==> src/core/ebpoc_pkg.sv <==
// shared constants and types of the enhanced bridge output stage
package ebpoc_pkg;

  // register byte offsets
  localparam logic [7:0] ADDR_CTRL = 8'h00;
  localparam logic [7:0] ADDR_SHDN = 8'h04;
  localparam logic [7:0] ADDR_DBND = 8'h08;
  localparam logic [7:0] ADDR_STEER = 8'h0c;
  localparam logic [7:0] ADDR_STAT = 8'h10;

  // field positions
  localparam int CTRL_CFG_LSB = 6;
  localparam int CTRL_MODE_LSB = 0;
  localparam int SHDN_STATUS_BIT = 7;
  localparam int SHDN_SRC_LSB = 4;
  localparam int SHDN_AC_LSB = 2;
  localparam int SHDN_BD_LSB = 0;
  localparam int DBND_AUTO_BIT = 7;
  localparam int DBND_DLY_LSB = 0;
  localparam int STEER_SYNC_BIT = 4;
  localparam int STEER_EN_LSB = 0;
  localparam int SRC_INT_BIT = 0;
  localparam int SRC_CMP_BIT = 1;

  // reset values
  localparam logic [3:0] MODE_RST = 4'h0;
  localparam logic [2:0] SRC_RST = 3'h0;
  localparam logic [1:0] SAFE_RST = 2'h0;
  localparam logic [6:0] DLY_RST = 7'h00;
  localparam logic [3:0] STEER_RST = 4'h1;

  localparam logic [1:0] MODE_PWM = 2'h3;
  localparam logic [2:0] HSIZE_WORD = 3'h2;
  // pair safe state: bit 1 high floats the pair, else bit 0 is driven
  localparam int SAFE_TRI_BIT = 1;

  // timing
  localparam int DIR_LEAD_COUNTS = 4;
  localparam int TCY_IN_TOSC = 4;
  localparam int TOSC_PS = 5000;
  localparam int CLK_PERIOD_PS = 5000;
  localparam int CLKS_PER_TCY = TCY_IN_TOSC * TOSC_PS / CLK_PERIOD_PS;
  localparam int DB_CNT_W = 12;

  typedef enum logic [1:0] {
    CFG_SINGLE = 2'h0,
    CFG_FWD = 2'h1,
    CFG_HALF = 2'h2,
    CFG_REV = 2'h3
  } ebpoc_cfg_t;

  typedef enum logic [3:0] {
    ST_OFF = 4'h1,
    ST_RUN = 4'h2,
    ST_SHUT = 4'h4,
    ST_RESTART = 4'h8
  } ebpoc_state_t;

  typedef struct packed {
    logic a;
    logic b;
    logic c;
    logic d;
  } ebpoc_pins_t;

endpackage

==> src/core/ebpoc_sync.sv <==
// three-stage synchroniser with agreement filter for pin inputs
`timescale 1ns/1ps
`default_nettype none
module ebpoc_sync #(
  parameter logic INIT = 1'b0
) (
  input wire logic clk_sys,
  input wire logic rst,
  input wire logic d,
  output logic q
);
  logic s1;
  logic s2;
  logic s3;

  always_ff @(posedge clk_sys) begin
    if (rst) begin
      s1 <= INIT;
      s2 <= INIT;
      s3 <= INIT;
    end else begin
      s1 <= d;
      s2 <= s1;
      s3 <= s2;
    end
  end

  // a change counts only once stages two and three agree
  always_ff @(posedge clk_sys) begin
    if (rst) begin
      q <= INIT;
    end else if (s2 == s3) begin
      q <= s3;
    end
  end
endmodule
`default_nettype wire

==> src/core/ebpoc_deadband.sv <==
// rising-edge delay for one half-bridge output
`timescale 1ns/1ps
`default_nettype none
module ebpoc_deadband #(
  parameter int CW = ebpoc_pkg::DB_CNT_W,
  parameter int CLKS_PER_TCY = ebpoc_pkg::CLKS_PER_TCY
) (
  input wire logic clk_sys,
  input wire logic rst,
  input wire logic sig_in,
  input wire logic [6:0] delay_tcy,
  output logic sig_out
);
  logic [CW-1:0] cnt;
  logic [CW-1:0] target;

  assign target = CW'(delay_tcy) * CW'(CLKS_PER_TCY);

  // falling edges pass at once; a delay above the duty keeps it low
  always_ff @(posedge clk_sys) begin
    if (rst || !sig_in) begin
      cnt <= '0;
    end else if (cnt < target) begin
      cnt <= cnt + 1'b1;
    end
  end

  // gated by the input so turn-off never waits a cycle on the counter
  assign sig_out = sig_in && (cnt >= target);
endmodule
`default_nettype wire

==> src/core/ebpoc_top.sv <==
// enhanced bridge output stage with shutdown, dead-band and steering
// Summary of operation
// - forward: A active, D modulated, B C off
// - reverse: C active, B modulated, A D off
// - direction from upper config bit, next cycle
// - last four counts: blank modulated, swap others
// - no dead-band in full-bridge mode
// - direction write accepted anywhere in cycle
// - source field enables pin-low, comparator-high triggers
// - shutdown status sets, stays until cleared
// - shutdown forces each pair to selected state
// - trigger is a level, holds shutdown
// - status writes ignored while trigger present
// - restart resumes only at next period
// - software shutdown; auto-restart clears it promptly
// - auto-restart clears status when trigger leaves
// - half-bridge delay only on rising transition
// - seven-bit delay in instruction cycles
// - single mode steers PWM to enabled pins
// - steered polarity from low mode bits
// - steering shutdown forces only steered pins
// - steering sync: immediate or next period
// - config: single, forward, half, reverse
//
// Implementation choices: the AHB-Lite register port and the placing of the registers.
`timescale 1ns/1ps
`default_nettype none
module ebpoc_top #(
  parameter int TW = 8,
  parameter int CLKS_PER_TCY = ebpoc_pkg::CLKS_PER_TCY
) (
  input wire logic CLK_SYS,
  input wire logic RST,
  input wire logic HSEL,
  input wire logic [31:0] HADDR,
  input wire logic [1:0] HTRANS,
  input wire logic HWRITE,
  input wire logic [2:0] HSIZE,
  input wire logic [31:0] HWDATA,
  input wire logic HREADY,
  output logic [31:0] HRDATA,
  output logic HREADYOUT,
  output logic HRESP,
  input wire logic [TW-1:0] PERIOD_TIMER,
  input wire logic [TW-1:0] PERIOD_LIMIT,
  input wire logic PWM_RAW,
  input wire logic SHUTDOWN_PIN_N,
  input wire logic COMPARATOR_ONE_OUTPUT,
  input wire logic [3:0] PIN_DIRECTION_BITS,
  output logic BRIDGE_OUT_A,
  output logic BRIDGE_OUT_B,
  output logic BRIDGE_OUT_C,
  output logic BRIDGE_OUT_D,
  output logic BRIDGE_OUT_A_OE,
  output logic BRIDGE_OUT_B_OE,
  output logic BRIDGE_OUT_C_OE,
  output logic BRIDGE_OUT_D_OE
);
  ebpoc_pkg::ebpoc_cfg_t output_config_field;
  logic [3:0] unit_mode_select;
  logic shutdown_event_status;
  logic [2:0] shutdown_source_select;
  logic [1:0] pair_ac_shutdown_state;
  logic [1:0] pair_bd_shutdown_state;
  logic auto_restart_enable;
  logic [6:0] deadband_delay;
  logic steering_sync_select;
  logic [3:0] steering_enable_bits;
  logic [3:0] steer_eff;
  logic dir_eff;
  logic acc;
  logic wr_pend;
  logic rd_wait;
  logic [7:0] wr_addr;
  logic [7:0] rd_addr;
  logic [31:0] rd_word;
  logic wr_ctrl;
  logic wr_shdn;
  logic wr_dbnd;
  logic wr_steer;
  logic pin_low;
  logic cmp_high;
  logic trig;
  logic shut_now;
  logic eq;
  logic eq_q;
  logic period_start;
  logic [TW-1:0] lead_gap;
  logic lead;
  logic pwm_mode;
  logic full;
  logic changing;
  logic db_a;
  logic db_b;
  ebpoc_pkg::ebpoc_state_t state;
  ebpoc_pkg::ebpoc_state_t next_state;
  ebpoc_pkg::ebpoc_pins_t next_lvl;
  ebpoc_pkg::ebpoc_pins_t next_en;
  ebpoc_pkg::ebpoc_pins_t next_out;
  ebpoc_pkg::ebpoc_pins_t next_oe;
  ebpoc_pkg::ebpoc_pins_t lvl_q;
  ebpoc_pkg::ebpoc_pins_t out_q;
  ebpoc_pkg::ebpoc_pins_t oe_q;
  ebpoc_pkg::ebpoc_pins_t pin_direction_bits;

  // returns {oe, level} for one pin
  function automatic logic [1:0] pin_drive(
    input logic lvl, input logic en, input logic pol,
    input logic [1:0] safe, input logic dir_in,
    input ebpoc_pkg::ebpoc_state_t st);
    logic [1:0] r;
    r = 2'h0;
    if (en && !dir_in) begin
      if (st == ebpoc_pkg::ST_RUN) begin
        r = {1'b1, lvl ^ pol};
      end else if (st == ebpoc_pkg::ST_SHUT ||
                   st == ebpoc_pkg::ST_RESTART) begin
        r = {!safe[ebpoc_pkg::SAFE_TRI_BIT], safe[0]};
      end
    end
    return r;
  endfunction

  // AHB-Lite slave; reads take one wait state so that a read right
  // behind a write sees the written value
  assign acc = HSEL && HTRANS[1] && HREADY &&
               (HSIZE == ebpoc_pkg::HSIZE_WORD);
  assign HREADYOUT = !rd_wait;
  assign HRESP = 1'b0;

  always_ff @(posedge CLK_SYS) begin
    if (RST) begin
      wr_pend <= 1'b0;
      rd_wait <= 1'b0;
      wr_addr <= 8'h00;
      rd_addr <= 8'h00;
    end else begin
      wr_pend <= acc && HWRITE;
      rd_wait <= acc && !HWRITE;
      if (acc) begin
        wr_addr <= HADDR[7:0];
        rd_addr <= HADDR[7:0];
      end
    end
  end

  assign wr_ctrl = wr_pend && (wr_addr == ebpoc_pkg::ADDR_CTRL);
  assign wr_shdn = wr_pend && (wr_addr == ebpoc_pkg::ADDR_SHDN);
  assign wr_dbnd = wr_pend && (wr_addr == ebpoc_pkg::ADDR_DBND);
  assign wr_steer = wr_pend && (wr_addr == ebpoc_pkg::ADDR_STEER);

  always_comb begin
    rd_word = 32'h0;
    case (rd_addr)
      ebpoc_pkg::ADDR_CTRL: begin
        rd_word = {24'h0, output_config_field, 2'h0, unit_mode_select};
      end
      ebpoc_pkg::ADDR_SHDN: begin
        rd_word = {24'h0, shutdown_event_status, shutdown_source_select,
                   pair_ac_shutdown_state, pair_bd_shutdown_state};
      end
      ebpoc_pkg::ADDR_DBND: begin
        rd_word = {24'h0, auto_restart_enable, deadband_delay};
      end
      ebpoc_pkg::ADDR_STEER: begin
        rd_word = {27'h0, steering_sync_select, steering_enable_bits};
      end
      ebpoc_pkg::ADDR_STAT: begin
        rd_word = {14'h0, steer_eff, state, dir_eff, trig, out_q, oe_q};
      end
      default: begin
        rd_word = 32'h0;
      end
    endcase
  end

  always_ff @(posedge CLK_SYS) begin
    if (RST) begin
      HRDATA <= 32'h0;
    end else if (rd_wait) begin
      HRDATA <= rd_word;
    end
  end

  // configuration; a direction write lands at any point of the cycle
  always_ff @(posedge CLK_SYS) begin
    if (RST) begin
      output_config_field <= ebpoc_pkg::CFG_SINGLE;
      unit_mode_select <= ebpoc_pkg::MODE_RST;
    end else if (wr_ctrl) begin
      output_config_field <= ebpoc_pkg::ebpoc_cfg_t'(
        HWDATA[ebpoc_pkg::CTRL_CFG_LSB +: 2]);
      unit_mode_select <= HWDATA[ebpoc_pkg::CTRL_MODE_LSB +: 4];
    end
  end

  always_ff @(posedge CLK_SYS) begin
    if (RST) begin
      shutdown_source_select <= ebpoc_pkg::SRC_RST;
      pair_ac_shutdown_state <= ebpoc_pkg::SAFE_RST;
      pair_bd_shutdown_state <= ebpoc_pkg::SAFE_RST;
    end else if (wr_shdn) begin
      shutdown_source_select <= HWDATA[ebpoc_pkg::SHDN_SRC_LSB +: 3];
      pair_ac_shutdown_state <= HWDATA[ebpoc_pkg::SHDN_AC_LSB +: 2];
      pair_bd_shutdown_state <= HWDATA[ebpoc_pkg::SHDN_BD_LSB +: 2];
    end
  end

  always_ff @(posedge CLK_SYS) begin
    if (RST) begin
      auto_restart_enable <= 1'b0;
      deadband_delay <= ebpoc_pkg::DLY_RST;
    end else if (wr_dbnd) begin
      auto_restart_enable <= HWDATA[ebpoc_pkg::DBND_AUTO_BIT];
      deadband_delay <= HWDATA[ebpoc_pkg::DBND_DLY_LSB +: 7];
    end
  end

  always_ff @(posedge CLK_SYS) begin
    if (RST) begin
      steering_sync_select <= 1'b0;
      steering_enable_bits <= ebpoc_pkg::STEER_RST;
    end else if (wr_steer) begin
      steering_sync_select <= HWDATA[ebpoc_pkg::STEER_SYNC_BIT];
      steering_enable_bits <= HWDATA[ebpoc_pkg::STEER_EN_LSB +: 4];
    end
  end

  // shutdown sources arrive from pins and are synchronised
  ebpoc_sync #(.INIT(1'b1)) u_pin_sync (
    .clk_sys(CLK_SYS),
    .rst(RST),
    .d(SHUTDOWN_PIN_N),
    .q(pin_low)
  );

  ebpoc_sync #(.INIT(1'b0)) u_cmp_sync (
    .clk_sys(CLK_SYS),
    .rst(RST),
    .d(COMPARATOR_ONE_OUTPUT),
    .q(cmp_high)
  );

  assign trig =
    (shutdown_source_select[ebpoc_pkg::SRC_INT_BIT] && !pin_low) ||
    (shutdown_source_select[ebpoc_pkg::SRC_CMP_BIT] && cmp_high);
  assign shut_now = shutdown_event_status || trig;

  // trigger beats any write; a software set is visible for one cycle
  // before auto-restart removes it
  always_ff @(posedge CLK_SYS) begin
    if (RST) begin
      shutdown_event_status <= 1'b0;
    end else if (trig) begin
      shutdown_event_status <= 1'b1;
    end else if (wr_shdn) begin
      shutdown_event_status <= HWDATA[ebpoc_pkg::SHDN_STATUS_BIT];
    end else if (auto_restart_enable) begin
      shutdown_event_status <= 1'b0;
    end
  end

  // period boundary from the shared timer
  assign eq = (PERIOD_TIMER == PERIOD_LIMIT);
  assign period_start = eq_q && !eq;
  assign lead_gap = PERIOD_LIMIT - PERIOD_TIMER;
  assign lead = (PERIOD_TIMER <= PERIOD_LIMIT) &&
                (lead_gap < TW'(ebpoc_pkg::DIR_LEAD_COUNTS));

  always_ff @(posedge CLK_SYS) begin
    if (RST) begin
      eq_q <= 1'b0;
    end else begin
      eq_q <= eq;
    end
  end

  assign pwm_mode = (unit_mode_select[3:2] == ebpoc_pkg::MODE_PWM);
  assign full = pwm_mode &&
                (output_config_field == ebpoc_pkg::CFG_FWD ||
                 output_config_field == ebpoc_pkg::CFG_REV);
  assign changing = full && (output_config_field[1] != dir_eff);

  always_ff @(posedge CLK_SYS) begin
    if (RST) begin
      dir_eff <= 1'b0;
    end else if (eq) begin
      // taken in the last count so the new period opens turned
      dir_eff <= output_config_field[1];
    end
  end

  always_ff @(posedge CLK_SYS) begin
    if (RST) begin
      steer_eff <= ebpoc_pkg::STEER_RST;
    end else if (!steering_sync_select || period_start) begin
      steer_eff <= steering_enable_bits;
    end
  end

  ebpoc_deadband #(
    .CW(ebpoc_pkg::DB_CNT_W),
    .CLKS_PER_TCY(CLKS_PER_TCY)
  ) u_db_a (
    .clk_sys(CLK_SYS),
    .rst(RST),
    .sig_in(PWM_RAW),
    .delay_tcy(deadband_delay),
    .sig_out(db_a)
  );

  ebpoc_deadband #(
    .CW(ebpoc_pkg::DB_CNT_W),
    .CLKS_PER_TCY(CLKS_PER_TCY)
  ) u_db_b (
    .clk_sys(CLK_SYS),
    .rst(RST),
    .sig_in(!PWM_RAW),
    .delay_tcy(deadband_delay),
    .sig_out(db_b)
  );

  // output starts only at a period boundary, never mid-waveform
  always_comb begin
    next_state = state;
    case (state)
      ebpoc_pkg::ST_OFF: begin
        if (pwm_mode && shut_now) begin
          next_state = ebpoc_pkg::ST_SHUT;
        end else if (pwm_mode && period_start) begin
          next_state = ebpoc_pkg::ST_RUN;
        end
      end
      ebpoc_pkg::ST_RUN: begin
        if (shut_now) begin
          next_state = ebpoc_pkg::ST_SHUT;
        end
      end
      ebpoc_pkg::ST_SHUT: begin
        if (!shut_now) begin
          next_state = ebpoc_pkg::ST_RESTART;
        end
      end
      ebpoc_pkg::ST_RESTART: begin
        if (shut_now) begin
          next_state = ebpoc_pkg::ST_SHUT;
        end else if (period_start) begin
          next_state = ebpoc_pkg::ST_RUN;
        end
      end
      default: begin
        next_state = ebpoc_pkg::ST_OFF;
      end
    endcase
    if (!pwm_mode) begin
      next_state = ebpoc_pkg::ST_OFF;
    end
  end

  always_ff @(posedge CLK_SYS) begin
    if (RST) begin
      state <= ebpoc_pkg::ST_OFF;
    end else begin
      state <= next_state;
    end
  end

  // logical (active-high) pin levels and which pins the unit owns
  always_comb begin
    next_lvl = '0;
    next_en = '0;
    if (pwm_mode) begin
      case (output_config_field)
        ebpoc_pkg::CFG_SINGLE: begin
          next_lvl = {4{PWM_RAW}};
          next_en = {steer_eff[0], steer_eff[1],
                     steer_eff[2], steer_eff[3]};
        end
        ebpoc_pkg::CFG_HALF: begin
          next_lvl.a = db_a;
          next_lvl.b = db_b;
          next_en.a = 1'b1;
          next_en.b = 1'b1;
        end
        default: begin
          next_en = '1;
          // swap early in the lead window, modulation blanked till wrap
          if ((changing && lead) ? output_config_field[1] : dir_eff) begin
            next_lvl.c = 1'b1;
            next_lvl.b = PWM_RAW && !(changing && lead);
          end else begin
            next_lvl.a = 1'b1;
            next_lvl.d = PWM_RAW && !(changing && lead);
          end
        end
      endcase
    end
  end

  // pin direction bits low let the driver through
  assign pin_direction_bits = {PIN_DIRECTION_BITS[0], PIN_DIRECTION_BITS[1],
                 PIN_DIRECTION_BITS[2], PIN_DIRECTION_BITS[3]};

  always_comb begin
    {next_oe.a, next_out.a} = pin_drive(next_lvl.a, next_en.a,
      unit_mode_select[1], pair_ac_shutdown_state, pin_direction_bits.a,
      next_state);
    {next_oe.c, next_out.c} = pin_drive(next_lvl.c, next_en.c,
      unit_mode_select[1], pair_ac_shutdown_state, pin_direction_bits.c,
      next_state);
    {next_oe.b, next_out.b} = pin_drive(next_lvl.b, next_en.b,
      unit_mode_select[0], pair_bd_shutdown_state, pin_direction_bits.b,
      next_state);
    {next_oe.d, next_out.d} = pin_drive(next_lvl.d, next_en.d,
      unit_mode_select[0], pair_bd_shutdown_state, pin_direction_bits.d,
      next_state);
  end

  always_ff @(posedge CLK_SYS) begin
    if (RST) begin
      lvl_q <= '0;
      out_q <= '0;
      oe_q <= '0;
    end else begin
      lvl_q <= next_lvl;
      out_q <= next_out;
      oe_q <= next_oe;
    end
  end

  assign BRIDGE_OUT_A = out_q.a;
  assign BRIDGE_OUT_B = out_q.b;
  assign BRIDGE_OUT_C = out_q.c;
  assign BRIDGE_OUT_D = out_q.d;
  assign BRIDGE_OUT_A_OE = oe_q.a;
  assign BRIDGE_OUT_B_OE = oe_q.b;
  assign BRIDGE_OUT_C_OE = oe_q.c;
  assign BRIDGE_OUT_D_OE = oe_q.d;
endmodule
`default_nettype wire

==> config.mk <==
export PLATFORM = sky130hd
export DESIGN_NAME = ebpoc_top
export DESIGN_NICKNAME = d
export VERILOG_FILES = /design/src/core/ebpoc_pkg.sv /design/src/core/ebpoc_sync.sv /design/src/core/ebpoc_deadband.sv /design/src/core/ebpoc_top.sv
export SDC_FILE = /design/constraint.sdc
export NUM_CORES = 1
export LEC_CHECK = 0
export BUFFER_PORTS_ARGS = -buffer_cell sky130_fd_sc_hd__buf_2
export CAP_MARGIN = 20
export CORE_MARGIN = 5
export CORE_UTILIZATION = 50
export CTS_CLUSTER_DIAMETER = 150
export DETAILED_ROUTE_END_ITERATION = 10
export PLACE_DENSITY = 0.81
export REMOVE_ABC_BUFFERS = 1
export SLEW_MARGIN = 20
export SYNTH_ARGS = -nofsm -noshare
export SYNTH_HDL_FRONTEND = slang
export SYNTH_SLANG_ARGS = --single-unit
==> constraint.sdc <==
create_clock -name CLK_SYS -period 5.65 [get_ports CLK_SYS]
set_input_delay 1.13 -clock CLK_SYS [delete_from_list [all_inputs] [get_ports CLK_SYS]]
set_output_delay 1.13 -clock CLK_SYS [all_outputs]
set_load 0.02 [all_outputs]
Yosys cells after proc, flatten, opt, wreduce, memory -nomap -nowiden

Index checks and enable logic that the tools add are counted.

Flip-flop bits (word level): 119
Bits in latches: 0
Memory bits (writable): 0
Bits in read-only memories: 0
Input port bits: 97
Output and inout port bits: 42
Logic and storage cells: 153
Memories: 0

$add $sub $neg: 3
Multiply operators: 0
Divide/modulo/power cells: 0
$lt $le $gt $ge: 6
Eq/ne operators: 20
Shifts and indexed selects: 0
Multiplexer cells: 28
Bitwise gates (word level): 8
Reduce and logical (&&, ||, !) cells: 52

Operator list:

| operator                | count |
|---|---|
| $pmux W18 S5            | 1 |
| $mux W4                 | 9 |
| $logic_and A1 B1 Y1     | 25 |
| $add A12 B1 Y12 const B | 2 |
| $ge A12 B9 Y1           | 2 |
| $lt A12 B9 Y1           | 2 |
| $eq A8 B4 Y1 const B    | 2 |
| $mux W2                 | 8 |
| $pmux W4 S4             | 1 |
| $logic_not A1 Y1        | 13 |
| $pmux W2 S2             | 3 |
| $eq A4 B2 Y1 const B    | 2 |
| $eq A4 B3 Y1 const B    | 2 |
| $eq A4 B4 Y1 const B    | 2 |
| $eq A8 B3 Y1 const B    | 1 |
| $eq A8 B5 Y1 const B    | 1 |
| $eq A8 B8 Y1            | 1 |
| $le A8 B8 Y1            | 1 |
| $logic_not A8 Y1        | 1 |
| $lt A8 B3 Y1 const B    | 1 |
| $reduce_or A2 Y1        | 4 |
| $sub A8 B8 Y8           | 1 |
| $logic_or A1 B1 Y1      | 7 |
| $eq A2 B2 Y1 const B    | 3 |
| 10 further kinds        | 22 |

Logic depth before layout (Yosys ltp)

Gate-level depths: netlist (run 1).

Depth after elaboration: 12
Depth in mapped cells: 11
Gate-level depth less buffers: 10

By module

From an unflattened synthesis (run 1), not the netlist that was laid out.

Cell total of the unflattened synthesis: 656
Area total of the unflattened synthesis: 5495.3 sq um

By module, submodules not included:

| module                  | instances | cells each | area an instance (sq um) | seq. area each (sq um) |
|---|---|---|---|---|
| ebpoc_top               | 1         | 458        | 3688.5                   | 1461.4 |
| ebpoc_deadband          | 2         | 89         | 789.5                    | 240.2 |
| ebpoc_sync (u_pin_sync) | 1         | 10         | 115.1                    | 80.1 |
| ebpoc_sync (u_cmp_sync) | 1         | 10         | 112.6                    | 80.1 |

Worst setup path after synthesis (run 1)

OpenSTA, ideal clock, no wires.

Kind: input port to flip-flop
Start: in PERIOD_TIMER[1]
End: reg out_q (netlist bit BRIDGE_OUT_A)
Library setup time: 0.103 ns
Arrival time: 3.296 ns
Data required time: 5.547 ns
Path slack: 2.250 ns
Stages on the path: 10
Buffers on the path: 0
Path through: inv_1 ha_1 nor2b_4 o211a_1 o41ai_4 mux2_4 nor4_4 o31a_1 o21ai_1 a2111oi_2

Longest elaborated chain between the ends: 12
Elaborated cells on any way between the ends: 26
Those cells by class: 1 x add/sub; 2 x order compare; 4 x eq/ne; 12 x mux; 1 x bitwise; 6 x reduce/logical

RTL lines:

| what                                                                   | line             | RTL |
|---|---|---|
| start, declared                                                        | ebpoc_top.sv:44  | `input wire logic [TW-1:0] PERIOD_TIMER,` |
| parallel branches: the longest is 11 deep, another holds $sub A8 B8 Y8 | --               |  |
| $mux W2 *                                                              | ebpoc_top.sv:114 | `if (st == ebpoc_pkg::ST_RUN) begin` |
| end signal, assigned                                                   | ebpoc_top.sv:426 | `out_q <= next_out;` |
| end, declared                                                          | ebpoc_top.sv:102 | `ebpoc_pkg::ebpoc_pins_t out_q;` |

Mark *: on every way between the ends.
A chain may end at the register's enable or synchronous reset.

Worst setup path after layout (run 1)

Ends and elaborated chain as after synthesis.

==> flow_metrics.tcl, run 1 <==
set metrics [dict create \
    max_freq_mhz 296 \
    async_reset_ff_share_pct 0 \
    htree_levels 3 \
    utilization_pct 57.0 \
    seqPwrFrac_pct 57.7 \
    finClkSkew_ps 14.8 \
    via_per_inst 5.59 \
    pwr_density_cell_mw_per_mm2 218 \
    hold_viol_final 0 \
    diodes 0 \
    ios 139 \
    synth_cell_type_count 66 \
    worstSetupStartpointType "primary input" \
    setup_ws_ps 2270 \
    ys.flop_type "dfxtp_1" \
    grt_pass1_wl_um 20100 \
    status "complete, no violations" \
    synth_top_cell_area_share_pct 39.4 \
    endpoint_kind "flip-flop" \
    cts_sinks 105 \
    crit_start "PERIOD_TIMER[1]" \
    yosysSeqAreaShare_pct 39.4 \
    drive_above_1_share_pct 18.3 \
    required_ps 5920 \
    root_buffer "clkbuf_8" \
    synth-seq-cells 105 \
    post_cts_buffers 0 \
    grt_max_degree 43 \
    path_class "primary input to flip-flop" \
    intPower_uw 951 \
    fin_setup_tns_ps 0 \
    dp_hpwl_um 9380 \
    p_sw_uw 340 \
    maxSlewViolCount 0 \
    core_area_mm2 0.0104 \
    cts_tree "done" \
    cts_hold_buffers 0 \
    yosysTopAreaCell "dfxtp_1" \
    dr.pass1.iters 6 \
    avgSynthCellArea_um2 8.94 \
    relSlewSlack_pct 47.9 \
    grt_usage_pct 18.7 \
    antenna_found_initial 1 \
    num_rows 37 \
    clock_path_buffers 2 \
    rsz0062_at_grt "no" \
    grt_pass1_vias 4268 \
    comb_power_share_pct 7.2 \
    fin_crit_sh_pct 59.9 \
    die_area_mm2 0.0128 \
    final_antenna_net_count 0 \
    initial_core_util_pct 51.4 \
    insertion_delay_ps 370 \
    fin_crit_ps 3380 \
    drc 0 \
    fp.dieW_um 113 \
    die_h_um 113 \
    cts_made_buffers 9 \
    swShare_pct 26.3 \
    synth_common_cells "105 x dfxtp_1, 94 x nor2_1, 39 x inv_1, 38 x mux2i_1" \
    synth_edf_count 0 \
    maxCapViolCount 0 \
    synth_cells 597 \
    yosys.cell_count.top_type "dfxtp_1" \
    path_clk_slew_ps 100 \
    ys.warnings.count 0 \
    io_buffers 74 \
    first_iter_violations 271 \
    min_from "u_pin_sync.s1" \
    n_fill_cell 897 \
    critPathArrivalTime_ps 3650 \
    setup-violations-final 0 \
    synthTopCellsByArea "dfxtp_1 39%, mux2i_1 7.1%, nor2_1 6.6%, ha_1 6.1%, a22oi_1 3.0%" \
    p_clk_share_pct 35.1 \
    nets 781 \
    irDropWorstVdd_uv 121 \
    netlist_area_mm2 0.00534 \
    hp-class "flip-flop to flip-flop" \
    gr-total-overflow 0 \
    routed_wl_um 12100 \
    p_leak_uw 0.00234 \
    wl_per_cell_um 15.2 \
    post_cts_resized 0 \
    worstMarginPinSlew_ps 781 \
    r2r_start "deadband_delay[3]" \
    syn2layout_area_growth_pct 10.9 \
    gp_congestion 0.905 \
    crit_fanout 3 \
    dp_slack_ps 1950 \
    via_count 4467 \
]
logic make-up after synthesis:
kind of cell,after synthesis,synth area share (%)
xor+xnor,22,3.61
compound gates,104,13.3
simple gates,217,21.6
flops,105,39.4
buf+inv,79,6.82
mux,43,9.10
fa+ha+maj,26,6.10
other cells,1,0.0703
sequential cells by signal (all words and copies together), names as in the netlist, 2 cells and up:
| register | flops |
|---|---|
| HRDATA | 18 |
| deadband_delay | 7 |
| output_config_field | 2 |
| pair_ac_shutdown_state | 2 |
| pair_bd_shutdown_state | 2 |
| rd_addr | 8 |
| shutdown_source_select | 3 |
| state | 4 |
| steer_eff | 4 |
| steering_enable_bits | 4 |
| u_db_a.cnt | 12 |
| u_db_b.cnt | 12 |
| unit_mode_select | 4 |
metal layers:
| metal | vias up | wire [um] | share of wire, % | track usage [%] |
|---|---|---|---|---|
| met4 | 2 | 157 | 1.3 | 4.89 |
| met5 | - | 7 | 0.058 | 0 |
| met1 | 2102 | 5040 | 42 | 23.7 |
| met2 | 155 | 6050 | 50 | 32.4 |
| li1 | 2185 | - | - | - |
| met3 | 23 | 880 | 7.2 | 3.80 |
per-stage QoR:
stage | instances | total power [uW] | instance area (um^2) | hold slack [ps]
2_1_floorplan | 572 | 817 | 5170 | 389
3_3_place_gp | 783 | 850 | 5720 | 404
3_5_place_dp | 783 | 853 | 5720 | 423
4_1_cts | 799 | 1300 | 5920 | 442
5_1_grt | 799 | 1340 | 5920 | 465
6_report | 799 | 1290 | 5920 | 441
final timing paths:
check	end	slack (ps)	depth (start not counted)
min reg2reg	u_pin_sync.s2	440	1
max reg2reg	u_db_b.cnt[7]	3110	10
max	BRIDGE_OUT_A	2270	11
min	u_pin_sync.s2	440	1
area by class of cell:
cell class / instances / area (um^2) / share of cell area (%)
clock buffer: 9 / 124 / 2.09
clock inverter: 7 / 70.1 / 1.18
multi-input combinational: 427 / 2920 / 49.4
timing repair buffer: 75 / 378 / 6.39
inverter: 40 / 150 / 2.54
tap: 136 / 170 / 2.88
sequential: 105 / 2100 / 35.5
power by group through the flow:
stage | registers [uW] | logic, uW | clock network (uW)
after floorplan | 760 | 56.4 | 0
after global placement | 761 | 88.8 | 0
after detailed placement | 761 | 92.1 | 0
after CTS | 744 | 92.6 | 459
after global routing | 744 | 102 | 494
final | 744 | 93.1 | 453
cells in the final DEF, fill, tap and decap left out, drive strengths merged, types with 4 or more instances in the layout:
cell    instances
conb           15
or3             4
nand4          11
a21oi          26
mux4            4
buf            75
mux2i          38
nor2b           8
a31oi           6
nor3            9
nand2b          8
xor2           12
a22oi          21
xnor2          10
and3            9
nand3          18
ha             26
nor4            9
nor2           96
o211ai          4
o21ai          23
clkbuf          9
inv            44
nand2          26
or2             4
dfxtp         105
worst max-delay path, stage by stage:
cell       delay, ps
buf_2             70
inv_1             30
ha_1             310
nor2b_4          140
o211a_1          270
o41ai_4          360
mux2i_1          330
a31oi_1          170
nor4_1           300
o21ai_1          150
a2111oi_2        370
No activity file was read; power rests on OpenSTA's default activity.
==> run 2, diff against run 1 <==
==> constraint.sdc (replaced) <==
create_clock -name CLK_SYS -period 3.42 [get_ports CLK_SYS]
set_input_delay 0.684 -clock CLK_SYS [delete_from_list [all_inputs] [get_ports CLK_SYS]]
set_output_delay 0.684 -clock CLK_SYS [all_outputs]
set_load 0.02 [all_outputs]
==> run 2 against run 1 <==
Compared with the run above: combinational power increased by 66%; utilization increased by 0.22 points; count of clock-buffer cells in the layout increased by 1; final cell count increased by 0.50%; critical path depth unchanged; sequential cell count unchanged; final area increased by 0.38%; worst setup slack got worse by 1700 ps; hold slack got worse by 13 ps; sequential power increased by 65%; via count decreased by 1.8%.
==> flow_metrics.tcl, run 2 (same netlist as run 1, synthesis figures left out) <==
set metrics [dict create \
    irDropWorstVdd_uv 187 \
    cts_hold_buffers 0 \
    fin_crit_ps 2880 \
    clock_path_buffers 2 \
    post_cts_resized 0 \
    final_antenna_net_count 0 \
    relSlewSlack_pct 47.0 \
    path_clk_slew_ps 110 \
    grt_max_degree 34 \
    drc 0 \
    gr-total-overflow 0 \
    status "complete, no violations" \
    antenna_found_initial 1 \
    worstSetupStartpointType "primary input" \
    maxCapViolCount 0 \
    cts_sinks 105 \
    routed_wl_um 12000 \
    pwr_density_cell_mw_per_mm2 357 \
    diodes 0 \
    critPathArrivalTime_ps 3170 \
    fin_setup_tns_ps 0 \
    fp.dieW_um 113 \
    max_freq_mhz 347 \
    setup-violations-final 0 \
    grt_pass1_vias 4238 \
    reg2reg_to "u_db_b.cnt[7]" \
    grt_usage_pct 18.9 \
    core_area_mm2 0.0104 \
    die_area_mm2 0.0128 \
    initial_core_util_pct 51.4 \
    hold_viol_final 0 \
    largest_reg_flops 18 \
    insertion_delay_ps 380 \
    crit_fanout 3 \
    io_buffers 74 \
    n_fill_cell 891 \
    crit_start "PERIOD_TIMER[1]" \
    syn2layout_area_growth_pct 11.3 \
    first_iter_violations 266 \
    reg2reg_depth 10 \
    reg2reg_setup_slack_ps 980 \
    fin_crit_sh_pct 84.3 \
    cp-endpoint "BRIDGE_OUT_A" \
    wl_per_cell_um 15.0 \
    drive_above_1_share_pct 18.6 \
    grt_pass1_wl_um 20100 \
    worstMarginPinSlew_ps 794 \
    htree_levels 3 \
    die_h_um 113 \
    final_cell_mix "105 x dfxtp_1, 94 x nor2_1, 74 x buf_2" \
    num_rows 37 \
    p_leak_uw 0.00236 \
    path_class "primary input to flip-flop" \
    dr.pass1.iters 5 \
    rsz0062_at_grt "no" \
    gp_congestion 0.880 \
    via_per_inst 5.46 \
    top_register "HRDATA" \
    finClkSkew_ps 13.3 \
    maxSlewViolCount 0 \
    nets 785 \
    cts_made_buffers 9 \
    root_buffer "clkbuf_8" \
    mostFrequentLayoutCell "dfxtp_1" \
    endpoint_kind "flip-flop" \
    ios 139 \
    via_count 4388 \
    hp-class "flip-flop to flip-flop" \
    post_cts_buffers 0 \
    top_regs "HRDATA: 18 flops, u_db_a.cnt: 12 flops, u_db_b.cnt: 12 flops" \
    cts_tree "done" \
    dp_hpwl_um 9350 \
    r2r_start "deadband_delay[3]" \
    utilization_pct 57.3 \
    required_ps 3710 \
]
-- run 2: changes by cell type in the layout (fill, tap and decap cells not counted), sizes merged --
cell	change
clkbuf	+1
clkinv	-1
buf	+4
-- run 2: how the worst min path moves through the flow --
stage                              from       endpoint  slack [ps]  depth (start not counted)
after floorplan           u_pin_sync.s1  u_pin_sync.s2         390                          1
after global placement    u_pin_sync.s1  u_pin_sync.s2         400                          1
after detailed placement  u_pin_sync.s1  u_pin_sync.s2         400                          1
after CTS                 u_pin_sync.s1  u_pin_sync.s2         430                          1
after global routing             HWRITE        rd_wait         450                          2
final                     u_pin_sync.s1  u_pin_sync.s2         430                          1
-- run 2: critical path, cell delays in order --
cell	delay (ps)
buf_2	70
inv_1	30
ha_1	300
nor2b_4	140
o211a_1	270
o41ai_4	380
mux2i_1	330
a31oi_1	150
nor4_1	290
o21ai_1	150
a2111oi_2	370
-- run 2: layer usage --
layer	vias to the layer above	part of all wire, %	GRT usage [%]
met2	127	49	32.8
met4	2	2.1	4.97
met3	22	6.3	4.87
li1	2187	-	-
met5	-	0.058	0
met1	2050	43	23.2
-- run 2: power breakdown --
part / switching (uW) / internal [uW] / leakage [uW]
logic: 94.7 / 60.7 / 0.00142
clock network: 455 / 282 / 0.0000911
registers: 3.09 / 1230 / 0.000847
total: 552 / 1570 / 0.00236
-- run 2: final cells by class --
type | count | area (um^2) | share of cell area, %
timing repair buffer | 79 | 408 | 6.87
sequential | 105 | 2100 | 35.4
clock buffer | 10 | 128 | 2.15
tap | 136 | 170 | 2.87
clock inverter | 6 | 58.8 | 0.990
multi-input combinational | 427 | 2920 | 49.2
inverter | 40 | 150 | 2.53
-- run 2: metrics by stage --
| step | total power, uW | hold WS [ps] | worst slack, ps | area, um^2 | instances |
|---|---|---|---|---|---|
| floorplan | 1350 | 389 | 466 | 5170 | 572 |
| global placement | 1410 | 403 | 212 | 5750 | 787 |
| detailed placement | 1410 | 404 | 202 | 5750 | 787 |
| CTS | 2130 | 432 | 588 | 5940 | 803 |
| global route | 2200 | 453 | 436 | 5940 | 803 |
| finish | 2120 | 428 | 537 | 5940 | 803 |
==> run 3, diff against run 2 <==
==> constraint.sdc (replaced) <==
create_clock -name CLK_SYS -period 2.9 [get_ports CLK_SYS]
set_input_delay 0.58 -clock CLK_SYS [delete_from_list [all_inputs] [get_ports CLK_SYS]]
set_output_delay 0.58 -clock CLK_SYS [all_outputs]
set_load 0.02 [all_outputs]
==> run 3 against run 2 <==
Compared with the run above: critical path depth is the same; final cell count rose by 0.75%; non-clock buffer count grew 6; sequential power rose by 18%; sequential share of layout area fell by 0.40 points; clock power is 24% higher; worst setup slack got worse by 400 ps; highest routed layer is now met4; first-iteration DRC count up 27%.
==> flow_metrics.tcl, run 3 (same netlist as run 1, synthesis figures left out) <==
set metrics [dict create \
    status "complete, no violations" \
    relSlewSlack_pct 45.5 \
    first_iter_violations 339 \
    finClkSkew_ps 15.2 \
    core_area_mm2 0.0104 \
    maxSlewViolCount 0 \
    die_area_mm2 0.0128 \
    placed_area_mm2 0.00580 \
    r2r_start "deadband_delay[1]" \
    fin_crit_sh_pct 95.2 \
    crit_chain "buf_2, inv_1, ha_1, nor2b_4, o211a_1, o41ai_4, mux2_4, nor4_4, o31a_1, o21ai_1, a2111oi_2" \
    cp-endpoint "BRIDGE_OUT_A" \
    setup-violations-final 0 \
    path_clk_slew_ps 120 \
    ios 139 \
    required_ps 3170 \
    via_per_inst 5.58 \
    dp_hpwl_um 9740 \
    post_cts_buffers 0 \
    wl_per_cell_um 15.4 \
    reg2reg_setup_slack_ps 400 \
    path_class "primary input to flip-flop" \
    root_buffer "clkbuf_8" \
    pwr_density_cell_mw_per_mm2 425 \
    num_rows 37 \
    min_from "HWRITE" \
    largest_reg_flops 18 \
    drc 0 \
    worstSetupStartpointType "primary input" \
    syn2layout_area_growth_pct 12.6 \
    die_h_um 113 \
    cts_sinks 105 \
    hp-class "primary input to flip-flop" \
    gr-total-overflow 0 \
    crit_fanout 3 \
    endpoint_kind "flip-flop" \
    reg2reg_to "BRIDGE_OUT_A" \
    nets 791 \
    p_leak_uw 0.00240 \
    fin_crit_ps 2760 \
    critPathArrivalTime_ps 3030 \
    via_count 4512 \
    reg2reg_depth 10 \
    io_buffers 74 \
    max_freq_mhz 362 \
    grt_max_degree 50 \
    design_area_mm2 0.00601 \
    final-seq-area_mm2 0.00210 \
    n_fill_cell 936 \
    top_regs "HRDATA: 18 flops, u_db_a.cnt: 12 flops, u_db_b.cnt: 12 flops" \
    max_stage_delay_ps 370 \
    rsz0062_at_grt "no" \
    utilization_pct 57.9 \
    mostFrequentLayoutCell "dfxtp_1" \
    crit_path_top_delay_cell "o41ai_4" \
    antenna_found_initial 0 \
    grt_pass1_vias 4371 \
    grt_pass1_wl_um 20700 \
    irDropWorstVdd_uv 263 \
    crit_start "PERIOD_TIMER[1]" \
    clock_path_buffers 2 \
    grt_usage_pct 19.5 \
    gp_congestion 0.875 \
    initial_core_util_pct 51.4 \
    hold_viol_final 0 \
    top_register "HRDATA" \
    insertion_delay_ps 380 \
    dr.pass1.iters 7 \
    cts_tree "done" \
    worstMarginPinSlew_ps 816 \
    final_cell_mix "105 x dfxtp_1, 94 x nor2_1, 74 x buf_2" \
    cts_made_buffers 9 \
    routed_wl_um 12400 \
    fp.dieW_um 113 \
    maxCapViolCount 0 \
    multi_input_area_mm2 0.00293 \
    diodes 0 \
    htree_levels 3 \
    final_antenna_net_count 0 \
    drive_above_1_share_pct 19.6 \
]
run 3: worst min-delay path by stage:
stage / cells after the start / slack [ps] / endpoint
CTS: 2 / 350 / rd_wait
global placement: 1 / 400 / u_pin_sync.s2
global route: 2 / 360 / rd_wait
detailed placement: 1 / 410 / u_pin_sync.s2
finish: 2 / 360 / rd_wait
floorplan: 1 / 390 / u_pin_sync.s2
run 3: per-layer routing:
layer	part of all wire [%]	GRT usage [%]	vias to the layer above	wire length (um)
li1	-	-	2204	-
met1	42	24.1	2142	5200
met2	50	34.7	141	6230
met3	5.8	2.89	25	726
met4	2.2	6.65	0	274
met5	0	0	-	0
run 3: critical path: cells and delay by family:
kind	cells	cell delay [ps]
AND/OR/NAND/NOR	2	400
buffers and inverters	2	100
multiplexers	1	360
adder cells (fa/ha/maj)	1	300
AO/OA/AOI/OAI	5	1260
run 3: repair_timing:
action,in CTS,in global routing
hold buffers,0,0
endpoints found under the setup margin,0,1
resized for setup,0,1
endpoints found under the hold margin,0,0
run 3: power breakdown:
part / total, uW / internal, uW / switching (uW)
clock network: 911 / 347 / 564
logic: 192 / 76.5 / 116
registers: 1450 / 1450 / 3.80
run 3: final cells by class:
type	count	area share, %
clock inverters	7	1.35
well taps	136	2.83
inverters	40	2.50
flip-flops and latches	105	35.0
repair buffers	85	7.54
clock buffers	9	2.06
multi-input cells	427	48.7
run 3: stage by stage:
stage	TNS (ps)	setup slack, ps	std cells	hold WS (ps)	total power [uW]
finish	0	138	809	357	2550
global route	0	5.21	809	358	2640
CTS	0	165	809	350	2560
detailed placement	-269	-208	793	415	1670
global placement	-153	-148	793	404	1660
floorplan	0	50.1	572	389	1590
